### config.mk
export PLATFORM = sky130hd
export DESIGN_NAME = ppacir_top
export DESIGN_NICKNAME = d
export VERILOG_FILES = /design/src/shared/ppacir_pkg.sv /design/src/hdl/ppacir_top.sv
export VERILOG_INCLUDE_DIRS = /design/src /design/src/shared
export SDC_FILE = /design/constraint.sdc
export NUM_CORES = 1
export LEC_CHECK = 0
export BUFFER_PORTS_ARGS = -buffer_cell sky130_fd_sc_hd__buf_2
export CAP_MARGIN = 20
export CORE_ASPECT_RATIO = 1.25
export CORE_MARGIN = 4
export CORE_UTILIZATION = 35
export CTS_CLUSTER_DIAMETER = 200
export DETAILED_ROUTE_END_ITERATION = 10
export SKIP_LAST_GASP = 1
export SYNTH_ARGS = -nofsm -noshare
export SYNTH_HDL_FRONTEND = slang
export SYNTH_SLANG_ARGS = --single-unit
### constraint.sdc
create_clock -name REF_CLK -period 11.9 [get_ports REF_CLK]
set_input_delay 2.38 -clock REF_CLK [delete_from_list [all_inputs] [get_ports REF_CLK]]
set_output_delay 2.38 -clock REF_CLK [all_outputs]
set_load 0.005 [all_outputs]
### src/shared/ppacir_map.svh
`ifndef PPACIR_MAP_SVH
`define PPACIR_MAP_SVH
// ==========================================================
// register byte offsets
`define PPACIR_OFS_PB_PULLUP 8'h00
`define PPACIR_OFS_PB_ANALOG 8'h04
`define PPACIR_OFS_OPTIONS 8'h08
`define PPACIR_OFS_PA_DATA 8'h0C
`define PPACIR_OFS_PB_DATA 8'h10
`define PPACIR_OFS_PA_DIR 8'h14
`define PPACIR_OFS_PB_DIR 8'h18
`define PPACIR_OFS_PA_CHG_EN 8'h1C
`define PPACIR_OFS_PB_CHG_EN 8'h20
`define PPACIR_OFS_PA_ANALOG 8'h24
`define PPACIR_OFS_INT_CTRL 8'h28
`define PPACIR_OFS_IRQ_STATUS 8'h2C
`define PPACIR_OFS_IRQ_MASK 8'h30
`define PPACIR_OFS_CONFIG 8'h34
// ==========================================================
// implemented-bit masks
`define PPACIR_PB_PULLUP_MASK 8'hF2
`define PPACIR_PB_ANALOG_MASK 8'h72
`define PPACIR_PA_ANALOG_MASK 8'h0F
`define PPACIR_PA_CHG_MASK 8'hEF
`define PPACIR_PB_CHG_MASK 8'hF3
`define PPACIR_PA_PIN_MASK 8'hEF
`define PPACIR_PB_PIN_MASK 8'hF3
// ==========================================================
// reset values
`define PPACIR_PB_PULLUP_RST 8'hF2
`define PPACIR_PB_ANALOG_RST 8'h72
`define PPACIR_PA_ANALOG_RST 8'h0F
`define PPACIR_DIR_RST 8'hFF
`define PPACIR_OPTIONS_RST 8'h80
// ==========================================================
// field positions
`define PPACIR_GLOBAL_PU_BIT 7
`define PPACIR_IRQ_EN_BIT 3
`define PPACIR_FLAG_BIT 0
`define PPACIR_MASTER_CLEAR_PIN_BIT 0
`define PPACIR_PIN5 5
`endif

### src/shared/ppacir_pkg.sv
package ppacir_pkg;
   typedef logic [7:0] ppacir_byte_t;
   typedef enum logic [2:0]
   {
      PPACIR_IDLE = 3'b001,
      PPACIR_WRESP = 3'b010,
      PPACIR_RRESP = 3'b100
   } ppacir_state_e;
endpackage

### src/hdl/ppacir_top.sv
// Contract
// - pull-up on: global on, input direction, pin bit set, not analog
// - port B pull-up bits 7-4 and 1, read/write, reset to 1
// - unimplemented bits read zero, writes ignored; direction registers reset them to 1
// - port B analog select bits 6-4 and 1, reset to 1
// - analog pin: digital input, pull-up, change detect disabled
// - per-pin change enables, reset to 0
// - port A pin 5 change detect off when master clear selected
// - enabled pins compare to last-read latch; mismatches ORed to flag
// - flag sets regardless of irq enable; irq only when enabled
// - port A enables bits 7-5,3-0; port B 7-4,1-0
// - mismatch keeps flag set; port access ends mismatch, then clear
// - last-read latch survives master-clear reset
// - change coinciding with port access may be missed
// - detected change wakes from sleep when irq enabled
`include "ppacir_map.svh"
module ppacir_top
(
   // clock and resets
   input wire logic REF_CLK,
   input wire logic SYS_RST,
   input wire logic MASTER_CLEAR_PIN_RST,
   // axi4-lite slave
   input wire logic [7:0] S_AXI_AWADDR,
   input wire logic S_AXI_AWVALID,
   output logic S_AXI_AWREADY,
   input wire logic [31:0] S_AXI_WDATA,
   input wire logic [3:0] S_AXI_WSTRB,
   input wire logic S_AXI_WVALID,
   output logic S_AXI_WREADY,
   output logic [1:0] S_AXI_BRESP,
   output logic S_AXI_BVALID,
   input wire logic S_AXI_BREADY,
   input wire logic [7:0] S_AXI_ARADDR,
   input wire logic S_AXI_ARVALID,
   output logic S_AXI_ARREADY,
   output logic [31:0] S_AXI_RDATA,
   output logic [1:0] S_AXI_RRESP,
   output logic S_AXI_RVALID,
   input wire logic S_AXI_RREADY,
   // port pins
   input wire logic [7:0] PORTA_PIN_IN,
   input wire logic [7:0] PORTB_PIN_IN,
   output logic [7:0] PORTB_PULLUP_ON,
   output logic [7:0] PORTA_DIG_IN_EN,
   output logic [7:0] PORTB_DIG_IN_EN,
   // interrupt and sleep
   input wire logic SLEEP_MODE,
   output logic CHANGE_IRQ,
   output logic WAKE_REQ,
   output logic IRQ_OUT
);
   // ==========================================================
   // bus state
   ppacir_pkg::ppacir_state_e state_reg;
   logic aw_have_reg;
   logic w_have_reg;
   logic [7:0] aw_addr_reg;
   logic [31:0] w_data_reg;
   logic [3:0] w_strb_reg;
   logic [31:0] rdata_reg;
   logic resp_err_reg;
   // ==========================================================
   // registers
   ppacir_pkg::ppacir_byte_t pb_pullup_reg;
   ppacir_pkg::ppacir_byte_t pb_analog_reg;
   ppacir_pkg::ppacir_byte_t pa_analog_reg;
   ppacir_pkg::ppacir_byte_t options_reg;
   ppacir_pkg::ppacir_byte_t pa_data_reg;
   ppacir_pkg::ppacir_byte_t pb_data_reg;
   ppacir_pkg::ppacir_byte_t pa_dir_reg;
   ppacir_pkg::ppacir_byte_t pb_dir_reg;
   ppacir_pkg::ppacir_byte_t pa_chg_en_reg;
   ppacir_pkg::ppacir_byte_t pb_chg_en_reg;
   logic irq_en_reg;
   logic change_flag_reg;
   logic master_clear_pin_func_reg;
   logic [1:0] irq_status_reg;
   logic [1:0] irq_mask_reg;
   logic mismatch_d_reg;
   ppacir_pkg::ppacir_byte_t pa_last_reg;
   ppacir_pkg::ppacir_byte_t pb_last_reg;
   ppacir_pkg::ppacir_byte_t pa_s1_reg;
   ppacir_pkg::ppacir_byte_t pa_s2_reg;
   ppacir_pkg::ppacir_byte_t pb_s1_reg;
   ppacir_pkg::ppacir_byte_t pb_s2_reg;
   // ==========================================================
   // internal nets
   logic do_write;
   logic do_read;
   logic port_access;
   logic mismatch;
   logic flag_clear;
   logic status_read;
   ppacir_pkg::ppacir_byte_t pa_in;
   ppacir_pkg::ppacir_byte_t pb_in;
   ppacir_pkg::ppacir_byte_t pa_chg_eff;
   ppacir_pkg::ppacir_byte_t pb_chg_eff;
   ppacir_pkg::ppacir_byte_t wbyte;
   logic [31:0] rdata_next;
   logic rerr_next;
   logic werr;

   assign wbyte = w_data_reg[7:0];
   assign do_write = (state_reg == ppacir_pkg::PPACIR_IDLE) && aw_have_reg
      && w_have_reg && w_strb_reg[0];
   assign do_read = (state_reg == ppacir_pkg::PPACIR_IDLE) && S_AXI_ARVALID
      && !(aw_have_reg && w_have_reg);
   // ==========================================================
   // axi handshakes
   assign S_AXI_AWREADY = !aw_have_reg;
   assign S_AXI_WREADY = !w_have_reg;
   assign S_AXI_ARREADY = do_read;
   assign S_AXI_BVALID = (state_reg == ppacir_pkg::PPACIR_WRESP);
   assign S_AXI_RVALID = (state_reg == ppacir_pkg::PPACIR_RRESP);
   assign S_AXI_BRESP = resp_err_reg ? 2'h2 : 2'h0;
   assign S_AXI_RRESP = resp_err_reg ? 2'h2 : 2'h0;
   assign S_AXI_RDATA = rdata_reg;

   always_ff @(posedge REF_CLK or posedge SYS_RST)
   begin
      if (SYS_RST)
      begin
         aw_have_reg <= 1'b0;
         aw_addr_reg <= 8'h00;
      end
      else if (S_AXI_AWVALID && !aw_have_reg)
      begin
         aw_have_reg <= 1'b1;
         aw_addr_reg <= S_AXI_AWADDR;
      end
      else if (state_reg == ppacir_pkg::PPACIR_IDLE && aw_have_reg
         && w_have_reg)
      begin
         aw_have_reg <= 1'b0;
      end
   end

   always_ff @(posedge REF_CLK or posedge SYS_RST)
   begin
      if (SYS_RST)
      begin
         w_have_reg <= 1'b0;
         w_data_reg <= 32'h0000_0000;
         w_strb_reg <= 4'h0;
      end
      else if (S_AXI_WVALID && !w_have_reg)
      begin
         w_have_reg <= 1'b1;
         w_data_reg <= S_AXI_WDATA;
         w_strb_reg <= S_AXI_WSTRB;
      end
      else if (state_reg == ppacir_pkg::PPACIR_IDLE && aw_have_reg
         && w_have_reg)
      begin
         w_have_reg <= 1'b0;
      end
   end

   // write address decode for error answer
   always_comb
   begin
      werr = 1'b0;
      if (aw_addr_reg[1:0] != 2'b00)
      begin
         werr = 1'b1;
      end
      else if (aw_addr_reg > `PPACIR_OFS_CONFIG)
      begin
         werr = 1'b1;
      end
   end

   always_ff @(posedge REF_CLK or posedge SYS_RST)
   begin
      if (SYS_RST)
      begin
         state_reg <= ppacir_pkg::PPACIR_IDLE;
         resp_err_reg <= 1'b0;
         rdata_reg <= 32'h0000_0000;
      end
      else
      begin
         case (state_reg)
            ppacir_pkg::PPACIR_IDLE:
            begin
               if (aw_have_reg && w_have_reg)
               begin
                  state_reg <= ppacir_pkg::PPACIR_WRESP;
                  resp_err_reg <= werr;
               end
               else if (S_AXI_ARVALID)
               begin
                  state_reg <= ppacir_pkg::PPACIR_RRESP;
                  resp_err_reg <= rerr_next;
                  rdata_reg <= rdata_next;
               end
            end
            ppacir_pkg::PPACIR_WRESP:
            begin
               if (S_AXI_BREADY)
               begin
                  state_reg <= ppacir_pkg::PPACIR_IDLE;
               end
            end
            ppacir_pkg::PPACIR_RRESP:
            begin
               if (S_AXI_RREADY)
               begin
                  state_reg <= ppacir_pkg::PPACIR_IDLE;
               end
            end
            default:
            begin
               state_reg <= ppacir_pkg::PPACIR_IDLE;
            end
         endcase
      end
   end

   // ==========================================================
   // read decode
   always_comb
   begin
      rdata_next = 32'h0000_0000;
      rerr_next = 1'b0;
      if (S_AXI_ARADDR == `PPACIR_OFS_PB_PULLUP)
         rdata_next[7:0] = pb_pullup_reg;
      else if (S_AXI_ARADDR == `PPACIR_OFS_PB_ANALOG)
         rdata_next[7:0] = pb_analog_reg;
      else if (S_AXI_ARADDR == `PPACIR_OFS_OPTIONS)
         rdata_next[7:0] = options_reg;
      else if (S_AXI_ARADDR == `PPACIR_OFS_PA_DATA)
         rdata_next[7:0] = pa_in & ~pa_analog_reg;
      else if (S_AXI_ARADDR == `PPACIR_OFS_PB_DATA)
         rdata_next[7:0] = pb_in & ~pb_analog_reg;
      else if (S_AXI_ARADDR == `PPACIR_OFS_PA_DIR)
         rdata_next[7:0] = pa_dir_reg;
      else if (S_AXI_ARADDR == `PPACIR_OFS_PB_DIR)
         rdata_next[7:0] = pb_dir_reg;
      else if (S_AXI_ARADDR == `PPACIR_OFS_PA_CHG_EN)
         rdata_next[7:0] = pa_chg_en_reg;
      else if (S_AXI_ARADDR == `PPACIR_OFS_PB_CHG_EN)
         rdata_next[7:0] = pb_chg_en_reg;
      else if (S_AXI_ARADDR == `PPACIR_OFS_PA_ANALOG)
         rdata_next[7:0] = pa_analog_reg;
      else if (S_AXI_ARADDR == `PPACIR_OFS_INT_CTRL)
      begin
         rdata_next[`PPACIR_IRQ_EN_BIT] = irq_en_reg;
         rdata_next[`PPACIR_FLAG_BIT] = change_flag_reg;
      end
      else if (S_AXI_ARADDR == `PPACIR_OFS_IRQ_STATUS)
         rdata_next[1:0] = irq_status_reg;
      else if (S_AXI_ARADDR == `PPACIR_OFS_IRQ_MASK)
         rdata_next[1:0] = irq_mask_reg;
      else if (S_AXI_ARADDR == `PPACIR_OFS_CONFIG)
         rdata_next[`PPACIR_MASTER_CLEAR_PIN_BIT] = master_clear_pin_func_reg;
      else
         rerr_next = 1'b1;
   end

   // ==========================================================
   // configuration registers
   always_ff @(posedge REF_CLK or posedge SYS_RST)
   begin
      if (SYS_RST)
      begin
         pb_pullup_reg <= `PPACIR_PB_PULLUP_RST;
         pb_analog_reg <= `PPACIR_PB_ANALOG_RST;
         pa_analog_reg <= `PPACIR_PA_ANALOG_RST;
         options_reg <= `PPACIR_OPTIONS_RST;
         pa_dir_reg <= `PPACIR_DIR_RST;
         pb_dir_reg <= `PPACIR_DIR_RST;
         pa_data_reg <= 8'h00;
         pb_data_reg <= 8'h00;
         pa_chg_en_reg <= 8'h00;
         pb_chg_en_reg <= 8'h00;
         irq_en_reg <= 1'b0;
         master_clear_pin_func_reg <= 1'b0;
      end
      else if (do_write)
      begin
         if (aw_addr_reg == `PPACIR_OFS_PB_PULLUP)
            pb_pullup_reg <= wbyte & `PPACIR_PB_PULLUP_MASK;
         else if (aw_addr_reg == `PPACIR_OFS_PB_ANALOG)
            pb_analog_reg <= wbyte & `PPACIR_PB_ANALOG_MASK;
         else if (aw_addr_reg == `PPACIR_OFS_PA_ANALOG)
            pa_analog_reg <= wbyte & `PPACIR_PA_ANALOG_MASK;
         else if (aw_addr_reg == `PPACIR_OFS_OPTIONS)
            options_reg <= wbyte;
         else if (aw_addr_reg == `PPACIR_OFS_PA_DIR)
            pa_dir_reg <= wbyte & `PPACIR_PA_PIN_MASK;
         else if (aw_addr_reg == `PPACIR_OFS_PB_DIR)
            pb_dir_reg <= wbyte & `PPACIR_PB_PIN_MASK;
         else if (aw_addr_reg == `PPACIR_OFS_PA_DATA)
            pa_data_reg <= wbyte & `PPACIR_PA_PIN_MASK;
         else if (aw_addr_reg == `PPACIR_OFS_PB_DATA)
            pb_data_reg <= wbyte & `PPACIR_PB_PIN_MASK;
         else if (aw_addr_reg == `PPACIR_OFS_PA_CHG_EN)
            pa_chg_en_reg <= wbyte & `PPACIR_PA_CHG_MASK;
         else if (aw_addr_reg == `PPACIR_OFS_PB_CHG_EN)
            pb_chg_en_reg <= wbyte & `PPACIR_PB_CHG_MASK;
         else if (aw_addr_reg == `PPACIR_OFS_INT_CTRL)
            irq_en_reg <= wbyte[`PPACIR_IRQ_EN_BIT];
         else if (aw_addr_reg == `PPACIR_OFS_CONFIG)
            master_clear_pin_func_reg <= wbyte[`PPACIR_MASTER_CLEAR_PIN_BIT];
      end
   end

   // ==========================================================
   // pin synchroniser
   // two-stage synchroniser
   always_ff @(posedge REF_CLK or posedge SYS_RST)
   begin
      if (SYS_RST)
      begin
         pa_s1_reg <= 8'h00;
         pa_s2_reg <= 8'h00;
         pb_s1_reg <= 8'h00;
         pb_s2_reg <= 8'h00;
      end
      else
      begin
         pa_s1_reg <= PORTA_PIN_IN;
         pa_s2_reg <= pa_s1_reg;
         pb_s1_reg <= PORTB_PIN_IN;
         pb_s2_reg <= pb_s1_reg;
      end
   end

   assign pa_in = pa_s2_reg & `PPACIR_PA_PIN_MASK;
   assign pb_in = pb_s2_reg & `PPACIR_PB_PIN_MASK;
   assign PORTA_DIG_IN_EN = `PPACIR_PA_PIN_MASK & ~pa_analog_reg;
   assign PORTB_DIG_IN_EN = `PPACIR_PB_PIN_MASK & ~pb_analog_reg;

   assign PORTB_PULLUP_ON = pb_pullup_reg & pb_dir_reg & ~pb_analog_reg
      & {8{options_reg[`PPACIR_GLOBAL_PU_BIT]}};

   // ==========================================================
   // change detection
   // pin 5 suppressed under master clear
   always_comb
   begin
      pa_chg_eff = pa_chg_en_reg & ~pa_analog_reg;
      if (master_clear_pin_func_reg)
         pa_chg_eff[`PPACIR_PIN5] = 1'b0;
   end
   assign pb_chg_eff = pb_chg_en_reg & ~pb_analog_reg;

   assign port_access = (do_write && (aw_addr_reg == `PPACIR_OFS_PA_DATA
      || aw_addr_reg == `PPACIR_OFS_PB_DATA))
      || (do_read && (S_AXI_ARADDR == `PPACIR_OFS_PA_DATA
      || S_AXI_ARADDR == `PPACIR_OFS_PB_DATA));

   assign mismatch = |((pa_in ^ pa_last_reg) & pa_chg_eff)
      | |((pb_in ^ pb_last_reg) & pb_chg_eff);

   always_ff @(posedge REF_CLK or posedge SYS_RST)
   begin
      if (SYS_RST)
      begin
         pa_last_reg <= 8'h00;
         pb_last_reg <= 8'h00;
      end
      else if (port_access)
      begin
         pa_last_reg <= pa_in;
         pb_last_reg <= pb_in;
      end
   end

   assign flag_clear = do_write && aw_addr_reg == `PPACIR_OFS_INT_CTRL
      && !wbyte[`PPACIR_FLAG_BIT];

   always_ff @(posedge REF_CLK or posedge SYS_RST)
   begin
      if (SYS_RST)
         change_flag_reg <= 1'b0;
      else if (mismatch && !port_access)
         change_flag_reg <= 1'b1;
      else if (flag_clear || MASTER_CLEAR_PIN_RST)
         change_flag_reg <= 1'b0;
   end

   assign CHANGE_IRQ = change_flag_reg && irq_en_reg;
   assign WAKE_REQ = change_flag_reg && irq_en_reg && SLEEP_MODE;

   // ==========================================================
   // interrupt status
   assign status_read = do_read && S_AXI_ARADDR == `PPACIR_OFS_IRQ_STATUS;
   always_ff @(posedge REF_CLK or posedge SYS_RST)
   begin
      if (SYS_RST)
      begin
         irq_status_reg <= 2'b00;
         irq_mask_reg <= 2'b00;
         mismatch_d_reg <= 1'b0;
      end
      else
      begin
         mismatch_d_reg <= mismatch;
         irq_status_reg[0] <= (mismatch && !mismatch_d_reg)
            || (irq_status_reg[0] && !status_read);
         irq_status_reg[1] <= (flag_clear && change_flag_reg)
            || (irq_status_reg[1] && !status_read);
         if (do_write && aw_addr_reg == `PPACIR_OFS_IRQ_MASK)
            irq_mask_reg <= wbyte[1:0];
      end
   end
   assign IRQ_OUT = |(irq_status_reg & irq_mask_reg);
endmodule

==> reports/metrics.sh, run 1 <==
RUN_STATUS='finished clean'
SHARE_CLK_OF_TOTAL_POWER=0.364
CRIT_PATH_TOP_DELAY_CELL='inv_1'
AREA.GROWTH.SYNTH_TO_FINAL_PCT=17.1
ROUTE.DETAILED.WL_PER_INST_UM=18.9
FLIP_FLOP_AND_LATCH_COUNT_AFTER_SYNTHESIS=127
ROUTED_VIA_DENSITY=5.07
SYNTHTOPCELLSBYAREA='dfrtp_1 40%, mux2_2 14%, dfstp_2 13%'
POWER-PER-CELL-AREA_mW_PER_MM2=198
POST_SYNTH_INST_COUNT=528
SETUP_TNS_NS=0
HALF_PERIMETER_WIRE_LENGTH_OF_THE_DETAILED_PLACEMENT_RESULT_UM=11500
HOLD_PATH.CLASS='flip-flop to flip-flop'
VIAS_IN_THE_FIRST_GLOBAL_ROUTE=4379
SEQ_POWER_SHARE=0.448
DRV_SLEW=0
CRITPATHARRIVALTIME_NS=3.64
FINALHOLDVIOLATIONS=0
SYNTHFLOPTYPE='dfrtp_1'
PIN_COUNT_OF_THE_BIGGEST_NET_ENTERING_GLOBAL_ROUTING=65
DESIGN.CORE.AREA_MM2=0.0170
TOTAL_POWER_W=0.00142
POST-PLACE-CELLS=805
DRT_FIRST_PASS_ITERS=5
SETUP_VIOLATIONS=0
POWER.STATIC_LEAKAGE_nW=3.28
POSTLAYOUTCELLAREA_MM2=0.00717
CTS_BUFFERS=17
HEIGHT_OF_THE_DIE_UM=156
CTSHOLDBUFFERS=0
CELL_INTERNAL_PWR_W=0.000999
MULTIINPUTGATEAREA_MM2=0.00259
WORSTSETUPENDPOINTTYPE='output port'
FINAL_STANDARD_CELL_COUNT_WITH_TAPS_INCLUDED_AND_FILLERS_EXCLUDED=838
TIMING.FINAL.CRIT_SHARE=0.506
GRT_PASS1_WL_UM=24800
CLKSLEWWORSTSETUPHOLDPATHS_NS=0.05
GRT_REMAINING_OVERFLOW=0
ANTENNA_VIOLATIONS_BEFORE_REPAIR=0
NETS=681
RR_WORST_DEPTH=7
SETUP.WORST_PATH.START_CLASS='primary input'
CTS_SETUP_BUFFERS=0
WORST_HOLD_PATH.NUM_CELLS=0
SYNTH_TOP_CELL_BY_AREA='dfrtp_1'
YOSYS_WARNINGS=0
CLK_LATENCY_NS=0.42
CAP_VIOL_MAX_COUNT=0
CTS.PATH.MAX_BUFFERS=2
SYNTH.LIB_CELLS_USED.DISTINCT=57
ANTENNA_VIOLATING_NETS_REMAINING=0
SEQ_AREA_MM2=0.00322
ASYNC_RESET_FF_FRAC=1.00
COMBINATIONAL_SHARE_OF_POWER=0.188
TOTAL_SWITCHING_POWER_W=0.000418
CLOCKROOTBUFFER='clkbuf_16'
ROUTABILITYCONGESTION=0.910
PATH_CELLS='buf_2 > nand3_1 > inv_1 > buf_2'
POST_SYNTH_EDFFS=0
GRT.TOTAL_USAGE=0.166
FP-ROW-COUNT=53
LARGEST_FANOUT_ON_THE_CRITICAL_PATH=12
TIMING.MAX_SLEW.REL_SLACK=0.396
RSZ0062_AT_GRT='false'
TIMING_WORST_SLEW_PIN_VALUE_NS=0.903
CELL_AREA_AFTER_SYNTHESIS_MM2=0.00612
VIA_COUNT=4245
WORST-SETUP-PATH-TYPE='primary input to output port'
POST_CTS.RESIZED_INSTANCES=0
PORT-BUFFER-COUNT=77
FINCLKSKEW_NS=0.00765
CP.REQUIRED_NS=9.52
WORST_PATH_LARGEST_CELL_DELAY_NS=0.54
SYNTH_AREA_PER_CELL_UM2=11.6
CTS.SINK_COUNT=127
NUM-FILL-CELLS=1643
FLOORPLAN.INITIALDENSITY=0.361
FMAX_MHz=166
WORST-PATH-BUF-INV=3
CRITPATHMOSTFREQUENTCELL='buf_2'
POST-ROUTE-MIN-PERIOD_NS=6.02
POST_DP_CELL_AREA_MM2=0.00657
CRITPATHTOPFAMILY='buffers and inverters'
HTREE_NUM_LEVELS=4
DIE-AREA_MM2=0.0197
TRITONCTS='yes'
SYNTH_TOP_CELL_AREA_SHARE=0.396
DRT_FIRST_ITER_VIOLATIONS=269
CP.DEPTH=4
DETAIL_ROUTE.WIRELENGTH_UM=15900
SWITCHING_SHARE=0.295
SYNTH_SEQUENTIAL_AREA_RATIO=0.525
VDD_DROP_MAX_mV=0.112
POST-ROUTE-DRC-COUNT=0
WORST_HOLD_SLACK_NS=0.342
DRIVE_ABOVE_1_SHARE=0.381
FLOORPLAN.DIE.WIDTH_UM=126
IO_PINS=145
## through the flow
| stage | worst slack, ns | utilization |
|---|---|---|
| finish | 5.88 | 0.422 |
| global route | 5.75 | 0.422 |
| CTS | 5.85 | 0.422 |
| detailed placement | 5.86 | 0.387 |
| global placement | 5.88 | 0.387 |
| floorplan | 6.19 | - |
## layout make-up
type | instances | area share
Clock buffer | 23 | 0.0681
Multi-Input combinational cell | 357 | 0.361
Antenna cell | 1 | 0.000349
Sequential cell | 127 | 0.448
Tap cell | 220 | 0.0384
Timing Repair Buffer | 82 | 0.0590
Clock inverter | 9 | 0.0148
Inverter | 19 | 0.0103
## metal layers
metal,wire (um),track usage,vias to the layer above,part of all wire
li1,-,-,1972,-
met4,522,0.0782,0,0.033
met2,7530,0.266,177,0.47
met1,6670,0.209,2061,0.42
met5,0,0,-,0
met3,1130,0.0452,35,0.072
## power by group through the flow
stage	clock network (W)	logic [W]	registers (W)
6_report	0.000516	0.000267	0.000635
5_1_grt	0.000548	0.000300	0.000651
4_1_cts	0.000527	0.000271	0.000635
3_5_place_dp	0	0.000271	0.000641
3_3_place_gp	0	0.000263	0.000636
2_1_floorplan	0	0.000220	0.000600
## worst paths after layout
path,from,end,slack (ns)
min,pa_s1_reg[7]$_DFF_PP0_,pa_s2_reg[7]$_DFF_PP0_,0.34
max in group asynchronous,SYS_RST,w_data_reg[4]$_DFFE_PP0P_,8.49
min reg2reg,pa_s1_reg[7]$_DFF_PP0_,pa_s2_reg[7]$_DFF_PP0_,0.34
max reg2reg,state_reg[0]$_DFFE_PP1P_,pa_last_reg[0]$_DFFE_PP0N_,8.86
max,S_AXI_ARVALID,S_AXI_ARREADY,5.88
min in group asynchronous,SYS_RST,pa_s1_reg[3]$_DFF_PP0_,2.12
## synthesized netlist by cell type, types with 3 or more instances
cell type  number
o32ai_1         3
o211ai_1        4
nor4_1          4
nor3_1          7
and4_1          4
dfrtp_1        97
o22ai_1         7
mux2_4          8
nand3_1        16
buf_1           3
or3_1           5
nand2b_1        8
clkbuf_1       14
mux2i_1         6
a31oi_1         8
nor2_1         29
dfstp_2        30
a2bb2oi_1       3
nor2b_1        13
o21ai_0        19
xor2_1         13
and3_1          5
nand2_1        22
mux2_2         74
a211oi_1        4
o31ai_1         4
inv_1          19
a32oi_1         5
a21oi_1        19
buf_4          40
## kinds of logic after synthesis
family,share of synthesized area
flops,0.525
buf+inv,0.0746
mux,0.166
compound gates,0.0983
xor+xnor,0.0186
simple gates,0.116
other cells,0.00123
## layout by cell type (no fill, tap or decap), drive strengths merged, types with 20 or more instances in the layout
master | netlist | layout
buf | 46 | 82
clkbuf | 14 | 23
conb | 2 | 37
dfrtp | 97 | 97
dfstp | 30 | 30
inv | 19 | 20
mux2 | 82 | 82
nand2 | 22 | 22
nor2 | 31 | 31
Power figures use the tool's default switching activity.
==> run 2: changes to the inputs <==
ABC_AREA = 1   (was default)
clock period = 5.81 ns   (was 11.9 ns; I/O delays follow)
==> run 2 against run 1 <==
  * First-iteration DRC count up 22%
  * Power up 100%
  * Final cell count up 25%
  * Worst setup slack worse by 3.1 ns
  * Final area up 0.79%
  * Die area up 0.14%
  * Global-route usage down 0.14 points
  * Register-to-register slack worse by 5.3 ns
  * Largest cell class unchanged
==> reports/metrics.sh, run 2 <==
MET2ROUTEDLENGTH_UM=7890  # +4.8%
SYNTH_TOP_CELL_AREA_SHARE=0.396  # -0.000566
FINAL_CORE_UTIL=0.424  # +0.00166
HALF_PERIMETER_WIRE_LENGTH_OF_THE_DETAILED_PLACEMENT_RESULT_UM=12000  # +4.5%
MULTIINPUTGATEAREA_MM2=0.00235  # -9.0%
HEIGHT_OF_THE_DIE_UM=156  # about the same
LARGEST_FANOUT_ON_THE_CRITICAL_PATH=15  # +3
POST-PLACE-CELLS=1014  # +26%
VIA_COUNT=4864  # +15%
R2R-END='pb_last_reg[1]$_DFFE_PP0N_'
DRIVE_ABOVE_1_SHARE=0.226  # -0.154
WORST-SETUP-PATH-TYPE='primary input to output port'
FLOORPLAN.INITIALDENSITY=0.360  # -0.000889
PIN_COUNT_OF_THE_BIGGEST_NET_ENTERING_GLOBAL_ROUTING=78  # +20%
IO_PINS=145  # unchanged
FINALHOLDVIOLATIONS=0  # unchanged
ROUTABILITYCONGESTION=0.912  # +0.29%
WORSTHOLDSTART='pa_s1_reg[0]$_DFF_PP0_'
PORT-BUFFER-COUNT=77  # unchanged
WORST_REG2REG_PATH_STARTPOINT='state_reg[0]$_DFFE_PP1P_'
SYNTH_COMMON_CELLS='171 x nand2_1, 97 x dfrtp_1, 88 x inv_1'
TRITONCTS='yes'
CTS.PATH.MAX_BUFFERS=2  # unchanged
CTSHOLDBUFFERS=0  # unchanged
YOSYS_WARNINGS=0  # unchanged
ASYNC_RESET_FF_FRAC=1.00  # unchanged
FLOORPLAN.DIE.WIDTH_UM=126  # about the same
SYNTHTOPCELLSBYAREA='dfrtp_1 40%, dfstp_2 13%, nand2_1 10%'
POSTLAYOUTCELLAREA_MM2=0.00723  # +0.79%
FLIP_FLOP_AND_LATCH_COUNT_AFTER_SYNTHESIS=127  # unchanged
WORSTSETUPENDPOINTTYPE='output port'
TIMING.FINAL.CRIT_SHARE=0.522
WORST_HOLD_PATH.NUM_CELLS=0  # unchanged
SYNTH.LIB_CELLS_USED.DISTINCT=38  # -33%
POWER.STATIC_LEAKAGE_nW=3.48  # +6.1%
FINCLKSKEW_NS=0.00829  # +0.000644 ns
GRT_PASS1_WL_UM=25300  # +1.9%
SYNTHFLOPTYPE='dfrtp_1'
CTS_SETUP_BUFFERS=0  # unchanged
NETS=890  # +31%
SYNTH_SEQUENTIAL_AREA_RATIO=0.524  # -0.000750
TIMING_WORST_SLEW_PIN_VALUE_NS=0.961  # +0.0583 ns
RRSETUPSLACK_NS=3.55  # -5.31 ns
POWER-PER-CELL-AREA_mW_PER_MM2=399  # +100%
RUN_STATUS='finished clean'
POST_CTS.RESIZED_INSTANCES=0  # unchanged
FINAL_STANDARD_CELL_COUNT_WITH_TAPS_INCLUDED_AND_FILLERS_EXCLUDED=1046  # +25%
ANTENNA_VIOLATING_NETS_REMAINING=0  # unchanged
GRT.TOTAL_USAGE=0.164  # -0.00141
DRV_SLEW=0  # unchanged
CTS_BUFFERS=17  # unchanged
CLK_LATENCY_NS=0.41  # about the same
CRITPATHMOSTFREQUENTCELL='buf_2'
CAP_VIOL_MAX_COUNT=0  # unchanged
SYNTHMOSTINSTANTIATEDCELL='nand2_1'
PATH_CELLS='buf_2 > nand3_1 > buf_4 > inv_1 > buf_2'
CELL_AREA_AFTER_SYNTHESIS_MM2=0.00613  # +0.14%
DRT_FIRST_ITER_VIOLATIONS=328  # +22%
CRITPATHARRIVALTIME_NS=1.87  # -1.77 ns
HTREE_NUM_LEVELS=4  # unchanged
TIMING.MAX_SLEW.REL_SLACK=0.359  # -0.0367
WL_MET1_UM=6860  # +2.9%
CP.REQUIRED_NS=4.65  # -4.87 ns
SYNTH_AREA_PER_CELL_UM2=8.43  # -27%
NUM-FILL-CELLS=1712  # +4.2%
POST-ROUTE-MIN-PERIOD_NS=3.03
RR_WORST_DEPTH=8  # +1
RSZ0062_AT_GRT='false'
DESIGN.CORE.AREA_MM2=0.0170  # +0.39%
HOLD_PATH.CLASS='flip-flop to flip-flop'
POST-ROUTE-DRC-COUNT=0  # unchanged
SETUP_VIOLATIONS=0  # unchanged
FP-ROW-COUNT=53  # unchanged
MOSTFREQUENTLAYOUTCELL='nand2_1'
CLOCKROOTBUFFER='clkbuf_16'
VIAS_IN_THE_FIRST_GLOBAL_ROUTE=4896  # +12%
FMAX_MHz=329
WORST-PATH-BUF-INV=4  # +1
AREA.GROWTH.SYNTH_TO_FINAL_PCT=17.9
WORST_PATH_LARGEST_CELL_DELAY_NS=0.22  # -0.32 ns
DRT_FIRST_PASS_ITERS=5  # unchanged
ROUTE.DETAILED.WL_PER_INST_UM=15.0  # -21%
ANTENNA-DIODE-COUNT=0  # -1
TOP_LAYER_USED='met4'
CTS.SINK_COUNT=127  # unchanged
POST_SYNTH_INST_COUNT=727  # +38%
GRT_REMAINING_OVERFLOW=0  # unchanged
FINAL_CELL_MIX='171 x nand2_1, 97 x dfrtp_1, 87 x inv_1'
CRIT_PATH_TOP_DELAY_CELL='buf_4'
VDD_DROP_MAX_mV=0.168  # +49%
ROUTED_LENGTH_ON_MET3_UM=627  # -45%
POST_SYNTH_EDFFS=0  # unchanged
POST_DP_CELL_AREA_MM2=0.00660  # +0.46%
DIE-AREA_MM2=0.0197  # +0.14%
SYNTH_TOP_CELL_BY_AREA='dfrtp_1'
CLKSLEWWORSTSETUPHOLDPATHS_NS=0.06  # about the same
ROUTED_VIA_DENSITY=4.65  # -8.2%
ANTENNA_VIOLATIONS_BEFORE_REPAIR=0  # unchanged
SETUP.WORST_PATH.START_CLASS='primary input'
SEQ_AREA_MM2=0.00322  # unchanged
HOLD-PATH-ENDPOINT='pa_s2_reg[0]$_DFF_PP0_'
DETAIL_ROUTE.WIRELENGTH_UM=15700  # -1.2%
SETUP_TNS_NS=0  # unchanged
CRITPATHTOPFAMILY='buffers and inverters'
run 2: cell count changes in the layout (fill, tap and decap cells not counted), moves of 9 or more:
cell | before | now
nor2b_1 | 13 | 0
o21ai_0 | 19 | 77
nand2_1 | 22 | 171
inv_1 | 18 | 87
nand2_2 | 0 | 10
xor2_1 | 13 | 3
mux2_2 | 74 | 11
nor2_1 | 29 | 64
a21oi_1 | 19 | 28
nand3_1 | 16 | 33
run 2: kinds of logic after synthesis:
| family | Yosys count | share of synthesized area |
|---|---|---|
| XOR/XNOR | 3 | 0.00429 |
| buffers and inverters | 142 | 0.113 |
| flip-flops | 127 | 0.524 |
| AND/OR/NAND/NOR | 315 | 0.224 |
| AO/OA/AOI/OAI | 127 | 0.113 |
| other | 2 | 0.00122 |
| multiplexers | 11 | 0.0202 |
run 2: power breakdown:
part           leakage [nW]  internal [W]  switching, W
logic                  1.65      0.000198      0.000396
clock network         0.299      0.000737      0.000374
registers              1.53       0.00107      0.000113
run 2: stage by stage:
step | hold slack [ns] | total power, W | setup slack, ns
3_5_place_dp | 0.336 | 0.00180 | 2.66
4_1_cts | 0.343 | 0.00292 | 2.78
3_3_place_gp | 0.334 | 0.00178 | 2.69
6_report | 0.341 | 0.00289 | 2.78
2_1_floorplan | 0.331 | 0.00160 | 1.31
5_1_grt | 0.346 | 0.00305 | 2.73
run 2: worst register-to-register path, delay by kind of cell, from the launching register on:
kind                   cells  cell delay [ns]
buffers and inverters      3             0.49
flip-flops                 1             0.54
multiplexers               1             0.39
AND/OR/NAND/NOR            4             0.73
run 2: per-layer routing:
layer  up-vias  track usage
li1       2429            -
met4         0       0.0608
met5         -            0
met1      2295        0.209
met3        16       0.0315
met2       124        0.279
run 2: layout make-up:
cell class	count	share of cell area
multi-input combinational	493	0.326
clock inverter	11	0.0225
sequential	127	0.445
clock buffer	21	0.0637
tap	220	0.0381
inverter	95	0.0497
timing repair buffer	79	0.0554
run 2: worst max-delay path by stage:
| stage | start | end | slack, ns | cells after the start |
|---|---|---|---|---|
| 6_report | S_AXI_ARVALID | S_AXI_ARREADY | 2.78 | 5 |
| 5_1_grt | S_AXI_ARVALID | S_AXI_ARREADY | 2.73 | 5 |
| 4_1_cts | S_AXI_ARVALID | S_AXI_ARREADY | 2.78 | 5 |
| 3_5_place_dp | S_AXI_ARADDR[2] | pb_last_reg[1]$_DFFE_PP0N_ | 2.66 | 9 |
| 3_3_place_gp | S_AXI_ARADDR[2] | pb_last_reg[4]$_DFFE_PP0N_ | 2.69 | 9 |
| 2_1_floorplan | SYS_RST | S_AXI_RDATA[0]$_DFFE_PP0P_ | 1.31 | 1 |
==> run 3: changes to the inputs <==
ABC_AREA = 0   (was 1)
clock period = 2.57 ns   (was 5.81 ns; I/O delays follow)
==> run 3 against run 2 <==
  * Core utilization grew 1.1 points
  * First-iteration DRC count shrank 18%
  * Final area up 2.3%
  * Largest power group unchanged
==> reports/metrics.sh, run 3 (same netlist as run 1, synthesis figures left out) <==
WORST_REG2REG_PATH_STARTPOINT='state_reg[0]$_DFFE_PP1P_'
CLOCKROOTBUFFER='clkbuf_16'
TRITONCTS='yes'
CTS.PATH.MAX_BUFFERS=2  # unchanged
DRV_SLEW=0  # unchanged
FINAL_CORE_UTIL=0.435  # +0.0113
VIAS_IN_THE_FIRST_GLOBAL_ROUTE=4379  # -11%
IO_PINS=145  # unchanged
FMAX_MHz=408
PIN_COUNT_OF_THE_BIGGEST_NET_ENTERING_GLOBAL_ROUTING=128  # +64%
CTS_SETUP_BUFFERS=0  # unchanged
CTS_BUFFERS=17  # unchanged
ANTENNA_VIOLATING_NETS_REMAINING=0  # unchanged
PORT-BUFFER-COUNT=77  # unchanged
ANTENNA-DIODE-COUNT=0  # unchanged
GRT_REMAINING_OVERFLOW=0  # unchanged
ROUTE.DETAILED.WL_PER_INST_UM=18.8  # +25%
CTS.SINK_COUNT=127  # unchanged
CTSHOLDBUFFERS=0  # unchanged
SETUP_VIOLATIONS=0  # unchanged
DIE-AREA_MM2=0.0197  # -0.14%
RUN_STATUS='finished clean'
POST-ROUTE-DRC-COUNT=0  # unchanged
RRSETUPSLACK_NS=0.25  # -3.30 ns
CRITPATHARRIVALTIME_NS=1.93  # +0.06 ns
GR-USAGE-MET2=0.273  # -0.00536
CLKSLEWWORSTSETUPHOLDPATHS_NS=0.06  # about the same
HTREE_NUM_LEVELS=4  # unchanged
ROUTABILITYCONGESTION=0.909  # -0.36%
VIA_COUNT=4347  # -11%
VDD_DROP_MAX_mV=0.502  # +200%
AREA.GROWTH.SYNTH_TO_FINAL_PCT=20.7
NETS=706  # -21%
WORST-SETUP-PATH-TYPE='flip-flop to output port'
MOSTFREQUENTLAYOUTCELL='dfrtp_1'
TIMING_WORST_SLEW_PIN_VALUE_NS=0.729  # -0.232 ns
GRT_UTIL_MET1=0.213  # +0.00346
CLK_LATENCY_NS=0.42  # about the same
HOLD_PATH.CLASS='primary input to flip-flop'
WORST_HOLD_PATH.NUM_CELLS=1  # +1
ANTENNA_VIOLATIONS_BEFORE_REPAIR=0  # unchanged
GRT.TOTAL_USAGE=0.170  # +0.00559
GRT_UTIL_MET3=0.0469  # +0.0154
DRIVE_ABOVE_1_SHARE=0.408  # +0.182
ROUTED_VIA_DENSITY=5.04  # +8.4%
FINALHOLDVIOLATIONS=0  # unchanged
POST-ROUTE-MIN-PERIOD_NS=2.45
SETUP_TNS_NS=0  # unchanged
FINAL_CELL_MIX='97 x dfrtp_1, 77 x buf_2, 74 x mux2_2'
DETAIL_ROUTE.WIRELENGTH_UM=16200  # +3.3%
TIMING.MAX_SLEW.REL_SLACK=0.513  # +0.154
FLOORPLAN.DIE.WIDTH_UM=126  # about the same
RR_WORST_DEPTH=6  # -2
CAP_VIOL_MAX_COUNT=0  # unchanged
FINAL_STANDARD_CELL_COUNT_WITH_TAPS_INCLUDED_AND_FILLERS_EXCLUDED=862  # -18%
CP.REQUIRED_NS=2.06  # -2.59 ns
WORSTHOLDSTART='PORTA_PIN_IN[1]'
FP-ROW-COUNT=53  # unchanged
HALF_PERIMETER_WIRE_LENGTH_OF_THE_DETAILED_PLACEMENT_RESULT_UM=11700  # -2.2%
POWER.STATIC_LEAKAGE_nW=3.40  # -2.3%
HEIGHT_OF_THE_DIE_UM=156  # about the same
GRT_MOST_USED_LAYER='met2'
POST-PLACE-CELLS=830  # -18%
FINCLKSKEW_NS=0.00767  # -0.000621 ns
WORSTSETUPENDPOINTTYPE='output port'
LARGEST_FANOUT_ON_THE_CRITICAL_PATH=11  # -4
POWER-PER-CELL-AREA_mW_PER_MM2=900  # +130%
TIMING.FINAL.CRIT_SHARE=0.953
FLOORPLAN.INITIALDENSITY=0.361  # +0.000889
DESIGN.CORE.AREA_MM2=0.0170  # -0.39%
R2R-END='options_reg[1]$_DFFE_PP0P_'
GRT_PASS1_WL_UM=25400  # +0.55%
SETUP.WORST_PATH.START_CLASS='flip-flop'
RSZ0062_AT_GRT='false'
CRITICAL_PATH.STARTPOINT='state_reg[0]$_DFFE_PP1P_'
DRT_FIRST_PASS_ITERS=5  # unchanged
HOLD-PATH-ENDPOINT='pa_s1_reg[1]$_DFF_PP0_'
POST_CTS.RESIZED_INSTANCES=0  # unchanged
DRT_FIRST_ITER_VIOLATIONS=270  # -18%
## run 3: changes by cell type in the layout (fill, tap and decap cells not counted), sizes merged, moves of 8 or more
cell    before  now
mux2        11   82
nor2b        0   13
nand3       35   16
nand2      181   22
nand2b       0    8
inv         95   20
buf         79  107
xor2         3   13
a21oi       28   19
o21ai       85   19
nor2        74   31
## run 3: power by group
part           leakage [nW]  switching [W]  total [W]  internal [W]
Combinational          1.59       0.000641    0.00133      0.000687
Sequential             1.53       0.000465    0.00294       0.00248
Clock                 0.274       0.000904    0.00238       0.00148
Total                  3.40        0.00201    0.00665       0.00464
## run 3: final cells by class
cell class,instances,area (um^2)
Fill cell,1645,9590
Sequential cell,127,3220
Multi-Input combinational cell,357,2590
Timing Repair Buffer,107,648
Clock buffer,19,453
Tap cell,220,275
Clock inverter,13,138
Inverter,19,75.1
## run 3: worst max-delay path by stage
stage | depth (start not counted) | end
finish | 6 | S_AXI_ARREADY
global route | 6 | S_AXI_ARREADY
CTS | 6 | S_AXI_ARREADY
detailed placement | 6 | options_reg[4]$_DFFE_PP0P_
global placement | 7 | S_AXI_RDATA[2]$_DFFE_PP0P_
floorplan | 8 | pa_last_reg[0]$_DFFE_PP0N_
## run 3: metrics by stage
step | setup WS (ns) | cell area, um^2 | hold WS, ns | total power (W)
finish | 0.122 | 7390 | 0.191 | 0.00665
global route | 0.00317 | 7390 | 0.181 | 0.00703
CTS | 0.0833 | 7390 | 0.177 | 0.00672
detailed placement | 0.230 | 6800 | 0.335 | 0.00432
global placement | 0.234 | 6800 | 0.332 | 0.00425
floorplan | 0.193 | 6260 | 0.331 | 0.00380
## run 3: critical path, stage by stage (launching register included)
cell,delay (ns)
dfstp_2,0.54
nor3b_4,0.25
buf_4,0.17
nand3_1,0.10
inv_1,0.10
buf_4,0.21
buf_2,0.14
## run 3: per-layer routing
| layer | vias up | routed length [um] |
|---|---|---|
| li1 | 2025 | - |
| met1 | 2081 | 6770 |
| met2 | 198 | 7710 |
| met3 | 43 | 1150 |
| met4 | 0 | 555 |
| met5 | - | 0 |
